**config.mk**
```make
export PLATFORM = sky130hd
export DESIGN_NAME = crp_rate_path_ctrl
export DESIGN_NICKNAME = d
export VERILOG_FILES = /design/src/hdl/crp_pkg.sv /design/src/hdl/crp_rate_path_ctrl.sv
export VERILOG_INCLUDE_DIRS = /design/src /design/src/hdl
export SDC_FILE = /design/constraint.sdc
export NUM_CORES = 1
export LEC_CHECK = 0
export ABC_AREA = 1
export CAP_MARGIN = 20
export CORE_UTILIZATION = 55
export CTS_BUF_LIST = sky130_fd_sc_hd__clkbuf_2 sky130_fd_sc_hd__clkbuf_4 sky130_fd_sc_hd__clkbuf_8
export CTS_CLUSTER_DIAMETER = 150
export CTS_CLUSTER_SIZE = 30
export DETAILED_ROUTE_END_ITERATION = 8
export DONT_BUFFER_PORTS = 1
export MAX_ROUTING_LAYER = met4
export PLACE_DENSITY = 0.77
export SYNTH_ARGS = -nofsm -noshare
export SYNTH_HDL_FRONTEND = slang
export SYNTH_SLANG_ARGS = --single-unit
```
**constraint.sdc**
```tcl
create_clock -name ref_clk -period 13 [get_ports ref_clk]
set_input_delay 2.6 -clock ref_clk [delete_from_list [all_inputs] [get_ports ref_clk]]
set_output_delay 2.6 -clock ref_clk [all_outputs]
set_load 0.005 [all_outputs]
```
**src/hdl/crp_regs.svh**
```systemverilog
// Register map, field positions, reset values and timing counts of the
// codec rate and path control block. Definitions only; no logic.
`ifndef CRP_REGS_SVH
`define CRP_REGS_SVH

// ----------------------------------------------------------------
// Register byte offsets
// ----------------------------------------------------------------
`define CRP_OFF_CTRL1 8'h00
`define CRP_OFF_CTRL2 8'h04
`define CRP_OFF_CTRL3 8'h08
`define CRP_OFF_CTRL4 8'h0c
`define CRP_OFF_CTRL5A 8'h10
`define CRP_OFF_CTRL5B 8'h14
`define CRP_OFF_CTRL5C 8'h18
`define CRP_OFF_CTRL6 8'h1c
`define CRP_OFF_STATUS 8'h20

// ----------------------------------------------------------------
// Field positions
// ----------------------------------------------------------------
`define CRP_C1_FIR_SEL 5
`define CRP_C1_ALOOP 2
`define CRP_C1_DLOOP 1
`define CRP_C2_BYPASS 6
`define CRP_C3_OSR_LSB 3
`define CRP_C4_M_LSB 0
`define CRP_C4_N_LSB 7
`define CRP_C4_P_LSB 11
`define CRP_C5C_STG_LSB 3
`define CRP_C5C_PRE_LSB 0
`define CRP_C6_SRC_LSB 1

// ----------------------------------------------------------------
// Reset values and codes
// ----------------------------------------------------------------
`define CRP_RST_M_CODE 7'h00
`define CRP_RST_N_CODE 4'h0
`define CRP_RST_P_CODE 3'h7
`define CRP_RST_GAIN 6'h00
`define CRP_GAIN_MUTE 6'h3f
`define CRP_FS_BASE_MULT 5'h10
`define CRP_ADC_OSR 10'h080
`define CRP_FIR_ADC_DELAY 5'h11
`define CRP_FIR_DAC_DELAY 5'h12

`endif

```
**src/hdl/crp_pkg.sv**
```systemverilog
// Types shared by the codec rate and path control block.
package crp_pkg;
    typedef enum logic [1:0] {
        CRP_OSR_128 = 2'h0,
        CRP_OSR_256 = 2'h1,
        CRP_OSR_512 = 2'h2
    } crp_osr_t;

    typedef enum logic [1:0] {
        CRP_SRC_LINE = 2'h0,
        CRP_SRC_MIC_SELF = 2'h1,
        CRP_SRC_MIC_PSEUDO = 2'h2,
        CRP_SRC_LINE2 = 2'h3
    } crp_src_t;

    typedef struct packed {
        logic fir_sel;
        logic filt_bypass;
        logic analog_loop_en;
        logic digital_loop_en;
        crp_osr_t dac_oversample_ratio;
        crp_src_t input_source;
        logic [1:0] preamp_gain;
        logic [4:0] adc_group_delay;
        logic [4:0] dac_group_delay;
    } crp_path_cfg_t;
endpackage

```
**src/hdl/crp_rate_path_ctrl.sv**
```systemverilog
// Rate dividers, converter tick generation and signal path control of a
// mono voice codec, with an APB register slave.
// Assumes adc/dac sample words arrive from logic on ref_clk, which is the
// master clock of the codec.
//
// Summary of operation
// - Frame sync is master clock over 16*M*N*P
// - Reset selects coarse mode, P equals eight
// - M 1..128, N 1..16, P 1..8 in control four
// - Converter ticks only; serial clocks bypass multiplier
// - Control one D5 picks FIR/IIR decimation
// - Interpolation ticks at 128/256/512 times sample rate
// - Control three D4-D3 sets DAC ratio
// - ADC modulator ticks at 128 times rate
// - Control one D2 enables analog loopback
// - Control one D1 routes ADC words to DAC
// - Analog loopback wins over digital loopback
// - Sidetone attenuates ADC word into DAC input
// - Register 5A D5-D0 sets ADC gain
// - ADC gain changes apply at zero crossing
// - Register 5B sets DAC gain, zero crossing
// - Control six D2-D1 selects input source
// - Register 5C D1-D0 sets preamp gain
// - Control two D6 bypasses filters, rate times four
//
// Added by the designer: the register offsets and the APB slave port.
`timescale 1ns/1ps
`include "crp_regs.svh"

module crp_rate_path_ctrl import crp_pkg::*; (
    input wire logic ref_clk,
    input wire logic rst,
    input wire logic clk_en,
    input wire logic psel,
    input wire logic penable,
    input wire logic pwrite,
    input wire logic [7:0] paddr,
    input wire logic [31:0] pwdata,
    output logic [31:0] prdata,
    output logic pready,
    output logic pslverr,
    input wire logic [15:0] adc_word,
    input wire logic [15:0] dac_word,
    output logic frame_sync_strobe,
    output logic adc_mod_tick,
    output logic dac_mod_tick,
    output logic [15:0] adc_out_word,
    output logic [15:0] dac_path_word,
    output logic [5:0] adc_gain_applied,
    output logic [5:0] dac_gain_applied,
    output crp_path_cfg_t path_cfg
);
    // ----------------------------------------------------------------
    // Registers
    // ----------------------------------------------------------------
    logic [7:0] ctrl1_r, ctrl2_r, ctrl3_r, ctrl5a_r, ctrl5b_r, ctrl5c_r, ctrl6_r;
    logic [6:0] m_code_r;
    logic [3:0] n_code_r;
    logic [2:0] p_code_r;
    logic [6:0] m_act_r;
    logic [3:0] n_act_r;
    logic [2:0] p_act_r;
    logic bypass_act_r;
    logic [20:0] frame_cnt_r;
    logic [20:0] base_period;
    logic [20:0] frame_period;
    logic [21:0] adc_acc_r, dac_acc_r;
    logic [21:0] adc_acc_nxt, dac_acc_nxt;
    logic [9:0] dac_step;
    logic frame_end;
    logic [15:0] frame_count_r;
    logic setup;
    logic wr_en;

    function automatic logic [31:0] crp_rd(input logic [7:0] a, input logic [7:0] c1, input logic [7:0] c2,
                                            input logic [7:0] c3, input logic [13:0] c4, input logic [7:0] c5a,
                                            input logic [7:0] c5b, input logic [7:0] c5c, input logic [7:0] c6,
                                            input logic [15:0] st);
        case (a)
            `CRP_OFF_CTRL1: crp_rd = {24'h0, c1};
            `CRP_OFF_CTRL2: crp_rd = {24'h0, c2};
            `CRP_OFF_CTRL3: crp_rd = {24'h0, c3};
            `CRP_OFF_CTRL4: crp_rd = {18'h0, c4};
            `CRP_OFF_CTRL5A: crp_rd = {24'h0, c5a};
            `CRP_OFF_CTRL5B: crp_rd = {24'h0, c5b};
            `CRP_OFF_CTRL5C: crp_rd = {24'h0, c5c};
            `CRP_OFF_CTRL6: crp_rd = {24'h0, c6};
            `CRP_OFF_STATUS: crp_rd = {16'h0, st};
            default: crp_rd = 32'h0;
        endcase
    endfunction

    function automatic logic crp_mapped(input logic [7:0] a);
        crp_mapped = (a[1:0] == 2'h0) && (a <= `CRP_OFF_STATUS);
    endfunction

    // ----------------------------------------------------------------
    // APB slave: no wait states, answer in the first access cycle
    // ----------------------------------------------------------------
    assign setup = psel && !penable;
    assign wr_en = psel && penable && pready && pwrite && !pslverr;

    always_ff @(posedge ref_clk) begin
        if (rst) begin
            pready <= 1'b0;
            pslverr <= 1'b0;
            prdata <= 32'h0;
        end else if (clk_en) begin
            pready <= setup;
            if (setup) begin
                pslverr <= !crp_mapped(paddr);
                prdata <= pwrite ? 32'h0 : crp_rd(paddr, ctrl1_r, ctrl2_r, ctrl3_r,
                                                   {p_code_r, n_code_r, m_code_r}, ctrl5a_r, ctrl5b_r,
                                                   ctrl5c_r, ctrl6_r, frame_count_r);
            end else if (!psel) begin
                pslverr <= 1'b0;
            end
        end
    end

    always_ff @(posedge ref_clk) begin
        if (rst) begin
            ctrl1_r <= 8'h00;
            ctrl2_r <= 8'h00;
            ctrl3_r <= 8'h00;
            ctrl5a_r <= 8'h00;
            ctrl5b_r <= 8'h00;
            ctrl5c_r <= 8'h00;
            ctrl6_r <= 8'h00;
            m_code_r <= `CRP_RST_M_CODE;
            n_code_r <= `CRP_RST_N_CODE;
            p_code_r <= `CRP_RST_P_CODE;
        end else if (clk_en && wr_en) begin
            case (paddr)
                `CRP_OFF_CTRL1: ctrl1_r <= pwdata[7:0];
                `CRP_OFF_CTRL2: ctrl2_r <= pwdata[7:0];
                `CRP_OFF_CTRL3: ctrl3_r <= pwdata[7:0];
                `CRP_OFF_CTRL4: begin
                    m_code_r <= pwdata[`CRP_C4_M_LSB +: 7];
                    n_code_r <= pwdata[`CRP_C4_N_LSB +: 4];
                    p_code_r <= pwdata[`CRP_C4_P_LSB +: 3];
                end
                `CRP_OFF_CTRL5A: ctrl5a_r <= pwdata[7:0];
                `CRP_OFF_CTRL5B: ctrl5b_r <= pwdata[7:0];
                `CRP_OFF_CTRL5C: ctrl5c_r <= pwdata[7:0];
                `CRP_OFF_CTRL6: ctrl6_r <= pwdata[7:0];
                default: ;
            endcase
        end
    end

    // ----------------------------------------------------------------
    // Frame divider
    // ----------------------------------------------------------------
    logic [6:0] m_sel;
    logic [3:0] n_sel;
    logic [2:0] p_sel;
    logic bypass_sel;
    // The reload takes the values being shadowed, so rate and ticks switch together
    assign m_sel = frame_end ? m_code_r : m_act_r;
    assign n_sel = frame_end ? n_code_r : n_act_r;
    assign p_sel = frame_end ? p_code_r : p_act_r;
    assign bypass_sel = frame_end ? ctrl2_r[`CRP_C2_BYPASS] : bypass_act_r;
    assign base_period = 21'(`CRP_FS_BASE_MULT) * 21'({1'b0, m_sel} + 8'h01) *
                         21'({1'b0, n_sel} + 5'h01) * 21'({1'b0, p_sel} + 4'h1);
    assign frame_period = bypass_sel ? {2'h0, base_period[20:2]} : base_period;
    assign frame_end = (frame_cnt_r == 21'h0);

    // Dividers are shadowed so a mid-frame write cannot make a short frame
    always_ff @(posedge ref_clk) begin
        if (rst) begin
            m_act_r <= `CRP_RST_M_CODE;
            n_act_r <= `CRP_RST_N_CODE;
            p_act_r <= `CRP_RST_P_CODE;
            bypass_act_r <= 1'b0;
        end else if (clk_en && frame_end) begin
            m_act_r <= m_code_r;
            n_act_r <= n_code_r;
            p_act_r <= p_code_r;
            bypass_act_r <= ctrl2_r[`CRP_C2_BYPASS];
        end
    end

    always_ff @(posedge ref_clk) begin
        if (rst) begin
            frame_cnt_r <= 21'h0;
            frame_sync_strobe <= 1'b0;
            frame_count_r <= 16'h0;
        end else if (clk_en) begin
            frame_sync_strobe <= frame_end;
            if (frame_end) begin
                frame_cnt_r <= 21'(frame_period - 21'h1);
                frame_count_r <= 16'(frame_count_r + 16'h1);
            end else begin
                frame_cnt_r <= 21'(frame_cnt_r - 21'h1);
            end
        end
    end

    // ----------------------------------------------------------------
    // Converter ticks
    // ----------------------------------------------------------------
    // A fractional accumulator stands in for the frequency multiplier; it
    // feeds only converter ticks, never the frame divider. At most one tick
    // per master clock, so tiny M*N*P settings saturate the tick rate.
    always_comb begin
        case (ctrl3_r[`CRP_C3_OSR_LSB +: 2])
            CRP_OSR_256: dac_step = 10'h100;
            CRP_OSR_512: dac_step = 10'h200;
            default: dac_step = 10'h080;
        endcase
        adc_acc_nxt = adc_acc_r + {12'h0, `CRP_ADC_OSR};
        dac_acc_nxt = dac_acc_r + {12'h0, dac_step};
    end

    always_ff @(posedge ref_clk) begin
        if (rst) begin
            adc_acc_r <= 22'h0;
            dac_acc_r <= 22'h0;
            adc_mod_tick <= 1'b0;
            dac_mod_tick <= 1'b0;
        end else if (clk_en) begin
            adc_mod_tick <= (adc_acc_nxt >= {1'b0, base_period});
            adc_acc_r <= (adc_acc_nxt >= {1'b0, base_period}) ? 22'(adc_acc_nxt - {1'b0, base_period})
                                                              : adc_acc_nxt;
            dac_mod_tick <= (dac_acc_nxt >= {1'b0, base_period});
            dac_acc_r <= (dac_acc_nxt >= {1'b0, base_period}) ? 22'(dac_acc_nxt - {1'b0, base_period})
                                                              : dac_acc_nxt;
        end
    end

    // ----------------------------------------------------------------
    // Signal path: loopback, sidetone, gain updates
    // ----------------------------------------------------------------
    logic [15:0] side_word;
    logic [16:0] dac_sum;
    logic dloop_eff;
    logic [15:0] adc_prev_r, dac_prev_r;

    assign dloop_eff = ctrl1_r[`CRP_C1_DLOOP] && !ctrl1_r[`CRP_C1_ALOOP];
    assign side_word = 16'($signed(adc_word) >>> ({1'b0, ctrl5c_r[`CRP_C5C_STG_LSB +: 3]} + 4'h1));
    assign dac_sum = {dloop_eff ? adc_word[15] : dac_word[15], dloop_eff ? adc_word : dac_word} +
                     {side_word[15], side_word};

    always_ff @(posedge ref_clk) begin
        if (rst) begin
            adc_out_word <= 16'h0;
            dac_path_word <= 16'h0;
            adc_prev_r <= 16'h0;
            dac_prev_r <= 16'h0;
        end else if (clk_en && frame_end) begin
            adc_out_word <= adc_word;
            adc_prev_r <= adc_word;
            dac_prev_r <= dac_sum[15:0];
            // Saturate instead of wrapping when sidetone pushes past full scale
            if (dac_sum[16] != dac_sum[15]) begin
                dac_path_word <= dac_sum[16] ? 16'h8000 : 16'h7fff;
            end else begin
                dac_path_word <= dac_sum[15:0];
            end
        end
    end

    function automatic logic crp_zero_cross(input logic [15:0] prev, input logic [15:0] cur);
        crp_zero_cross = (cur == 16'h0) || (prev[15] != cur[15]);
    endfunction

    always_ff @(posedge ref_clk) begin
        if (rst) begin
            adc_gain_applied <= `CRP_RST_GAIN;
            dac_gain_applied <= `CRP_RST_GAIN;
        end else if (clk_en && frame_end) begin
            if (crp_zero_cross(adc_prev_r, adc_word)) begin
                adc_gain_applied <= ctrl5a_r[5:0];
            end
            if (crp_zero_cross(dac_prev_r, dac_sum[15:0])) begin
                dac_gain_applied <= ctrl5b_r[5:0];
            end
        end
    end

    always_ff @(posedge ref_clk) begin
        if (rst) begin
            path_cfg <= '0;
        end else if (clk_en) begin
            path_cfg.fir_sel <= ctrl1_r[`CRP_C1_FIR_SEL];
            path_cfg.filt_bypass <= bypass_act_r;
            path_cfg.analog_loop_en <= ctrl1_r[`CRP_C1_ALOOP];
            path_cfg.digital_loop_en <= dloop_eff;
            path_cfg.dac_oversample_ratio <= (ctrl3_r[`CRP_C3_OSR_LSB +: 2] == 2'h3) ? CRP_OSR_128
                                             : crp_osr_t'(ctrl3_r[`CRP_C3_OSR_LSB +: 2]);
            path_cfg.input_source <= crp_src_t'(ctrl6_r[`CRP_C6_SRC_LSB +: 2]);
            path_cfg.preamp_gain <= ctrl5c_r[`CRP_C5C_PRE_LSB +: 2];
            path_cfg.adc_group_delay <= ctrl1_r[`CRP_C1_FIR_SEL] ? `CRP_FIR_ADC_DELAY : 5'h0;
            path_cfg.dac_group_delay <= ctrl1_r[`CRP_C1_FIR_SEL] ? `CRP_FIR_DAC_DELAY : 5'h0;
        end
    end
endmodule

```
==> impl_results.md <==
- Vias per Instance: 5.60
- Worst setup EP type: flop
- Via count: 16600
- Cells after synthesis: ~2600
- CP max FO: 41
- Worst-margin pin slew: 1.10 ns
- Synth cell types: 62
- GRT Util Overall: 29.1%
- Max-slew violations: 0
- Simple-gate share of the synthesized area: 25.8%
- Fmax: 0.0946 GHz
- Clock period minus worst slack: 10.57 ns
- Antenna violations before repair: 3
- Pleak: 8.38 nW
- Iter 0 DRT Violations: about 1200
- RSZ-0062 raised after global routing: false
- Clock root cell: clkbuf_8
- Area fraction in compound gates after synthesis: a little under 20%
- Clock buffer depth: 3
- Cell Int Power: 1.24 mW
- WP data required: 13.48 ns
- Initial Utilization: 56.0%
- Clock share of power: between 10% and 20%
- Full die area: 32900 um2
- Sequential share of the synthesized area: 26.5%
- Final worst-path cycle share: 81.3%
- Worst Path Arrival: 11.05 ns
- CTS tree: built
- Synthesis warning total: 0
- Cell Area, Synth: 17700 um2
- Post-DP Area: 17700 um2
- Combinational Power Share: about 48%
- Pwr Density: 120 nW/um2
- NetSw: 922 uW
- Share of layout cells above drive strength 1: roughly 5.4%
- Final nets: 2788
- Total grt overflow: 0
- Rows: 65
- Finish-stage setup viols: 0
- Syn-to-layout area delta: 1.37%
- Top-Level Pins: around 180
- Flop and latch count out of synthesis: 234
- Max Cap Viol: 0
- Switching share of total power: a little over two fifths
- CP Class: flop to flop
- Power share of the sequential group: 37.8%
- Outcome: finished clean
- WL/cell: 15.8 um
- Drt total wl: about 47 mm
- HPWL after DPL: 36.3 mm
- CP most frequent cell: nand2_1
- Min-Delay Path Class: flop to flop
- Maximum vdd drop: 0.122 mV
- Slowest CP cell: fa_1
- Setup TNS: 0 ns
- DR pass1 iterations: 5
- Post-CTS setup buffers: 0
- CTS Buf Count: 11
- Largest family of logic cells by synthesized area: simple AND/OR/NAND/NOR gates
- CORE AREA: 31600 um2
- Post-CTS Hold Buffers: 0
- Drc violations: 0
- Number of port buffers: 0
- Fin. Hold Viols: 0
- Synth Area in Adders: 12.3%
- CTS sink count: 234
- Die width: 181 um
- Clk Latency, worst-skew pair: 0.54 ns
- Die extent in y: 181 um
- Final Wtd Congestion: 0.968
- Post-Layout Cell Count: 2967
- Post-synthesis mux area share: 0.283%
- Clk_skew: 0.0248 ns
- Routed Antenna Nets: 0
- Largest net degree at the start of global routing: 142
- Slowest stage delay, CP: 0.54 ns
- Placed cells: 2950
- Htree depth: 1
- Vias in the first global route: between 15000 and 20000
- Design Area, Final: 17900 um2
- CTS resizes: 0
- Startpoint Class: flop
- Relative slew margins: approximately a quarter
- Post-Synth XOR/XNOR Area: 4.10%
- First-pass GRT wire length: around 77 mm
- Synthesized area per cell: 6.72 um2
- Clock Pin Slew Worst Setup and Hold Paths: 0.19 ns
critical path, delay by kind of cell (launching register included):
kind / cells / cell delay (ns)
flops: 1 / 0.35
buf+inv: 5 / 0.49
simple gates: 20 / 3.37
xor+xnor: 2 / 0.76
fa+ha+maj: 9 / 3.86
compound gates: 10 / 1.68
worst paths after layout:
kind | start | endpoint | slack (ns) | cells past startpoint
min reg2reg | m_act_r[6]$_SDFFE_PP0P_ | m_act_r[6]$_SDFFE_PP0P_ | 0.47 | 2
min | m_act_r[6]$_SDFFE_PP0P_ | m_act_r[6]$_SDFFE_PP0P_ | 0.47 | 2
max reg2reg | frame_cnt_r[15]$_SDFFE_PP0P_ | adc_acc_r[5]$_SDFFE_PP0P_ | 2.43 | 46
max | frame_cnt_r[15]$_SDFFE_PP0P_ | adc_acc_r[5]$_SDFFE_PP0P_ | 2.43 | 46
through the flow:
| step | utilization (%) | total power [mW] | setup WS (ns) | hold WS (ns) |
|---|---|---|---|---|
| floorplan | - | 1.69 | 4.35 | 0.424 |
| global placement | 56.2 | 1.83 | 2.75 | 0.440 |
| detailed placement | 56.2 | 1.85 | 2.50 | 0.447 |
| CTS | 56.7 | 2.15 | 2.44 | 0.469 |
| global route | 56.8 | 2.34 | 1.73 | 0.495 |
| finish | 56.8 | 2.16 | 2.43 | 0.465 |
sequential cells by signal (all words and copies together) (netlist names), 3 cells and up:
name / count
frame_cnt_r: 21
adc_acc_r: 18
dac_acc_r: 18
adc_prev_r: 16
dac_path_word: 16
frame_count_r: 16
prdata: 16
path_cfg: 10
ctrl1_r: 8
ctrl2_r: 8
ctrl3_r: 8
ctrl5a_r: 8
ctrl5b_r: 8
ctrl5c_r: 8
ctrl6_r: 8
m_act_r: 7
m_code_r: 7
adc_gain_applied: 6
dac_gain_applied: 6
n_act_r: 4
n_code_r: 4
p_act_r: 3
p_code_r: 3
metal layers:
layer / track usage, % / up-vias / wire length, um
li1: - / 8354 / -
met1: 34.9 / 7586 / 19900
met2: 50.0 / 569 / 22400
met3: 4.56 / 93 / 3250
met4: 8.68 / 0 / 1420
met5: - / - / 0
layout by cell type, fill, tap and decap left out, types with 7 or more instances in the layout:
master / instances
a21o_1: 9
clkbuf_8: 11
dfxtp_1: 234
a31oi_1: 15
nand4_1: 19
nand3_2: 8
a21oi_1: 224
xor2_1: 49
ha_1: 104
nand3_1: 104
nor4_1: 7
conb_1: 22
o21ai_0: 268
nor2_2: 12
a221oi_1: 14
o221a_2: 9
o21ai_1: 9
inv_1: 372
nand2_2: 20
o22ai_1: 7
o211ai_1: 16
fa_1: 44
nand2_1: 518
nand3b_1: 7
o21ai_2: 7
xnor2_1: 30
inv_2: 16
nor2_1: 282
nor2_4: 9
or2_2: 18
nor3_1: 24
power groups by stage:
stage,clock [mW],combinational (mW),sequential [mW]
3_3_place_gp,0,0.998,0.828
6_report,0.306,1.04,0.816
3_5_place_dp,0,1.02,0.831
5_1_grt,0.332,1.18,0.824
2_1_floorplan,0,0.867,0.820
4_1_cts,0.311,1.03,0.816
cell usage after synthesis, drive strengths merged:
| cell type | n | area, um2 |
|---|---|---|
| a211oi | 3 | 22.5 |
| a21boi | 3 | 22.5 |
| a21o | 9 | 67.6 |
| a21oi | 227 | 1150 |
| a221oi | 14 | 123 |
| a22oi | 1 | 7.51 |
| a31oi | 15 | 93.8 |
| a32oi | 6 | 52.6 |
| and3 | 1 | 7.51 |
| buf | 43 | 322 |
| clkbuf | 65 | 244 |
| clkinv | 6 | 22.5 |
| conb | 1 | 3.75 |
| dfxtp | 234 | 4680 |
| fa | 44 | 881 |
| ha | 104 | 1300 |
| inv | 388 | 1460 |
| mux2i | 5 | 50.1 |
| nand2 | 539 | 2080 |
| nand3 | 113 | 618 |
| nand3b | 7 | 52.6 |
| nand4 | 22 | 156 |
| nor2 | 304 | 1250 |
| nor3 | 27 | 156 |
| nor3b | 2 | 25.0 |
| nor4 | 9 | 77.6 |
| o2111ai | 2 | 17.5 |
| o211ai | 18 | 145 |
| o21a | 6 | 45.0 |
| o21ai | 284 | 1450 |
| o21bai | 6 | 45.0 |
| o221a | 9 | 101 |
| o221ai | 3 | 26.3 |
| o22ai | 7 | 43.8 |
| o31ai | 1 | 7.51 |
| o41ai | 1 | 8.76 |
| or2 | 22 | 138 |
| xnor2 | 31 | 279 |
| xor2 | 50 | 445 |
final cells by class:
class | count | area (um2)
clock buffers | 12 | 159
diodes | 3 | 7.51
inverters | 394 | 1480
fillers | 3110 | 13600
well taps | 402 | 503
clock inverters | 1 | 7.51
multi-input cells | 1917 | 11000
repair buffers | 4 | 50.0
flip-flops and latches | 234 | 4680
cells by family after synthesis:
family,Yosys count
adder cells (fa/ha/maj),148
AND/OR/NAND/NOR,1046
other,1
buffers and inverters,502
flip-flops,234
XOR/XNOR,81
multiplexers,5
AO/OA/AOI/OAI,615
(Power assumes the default switching activity.)
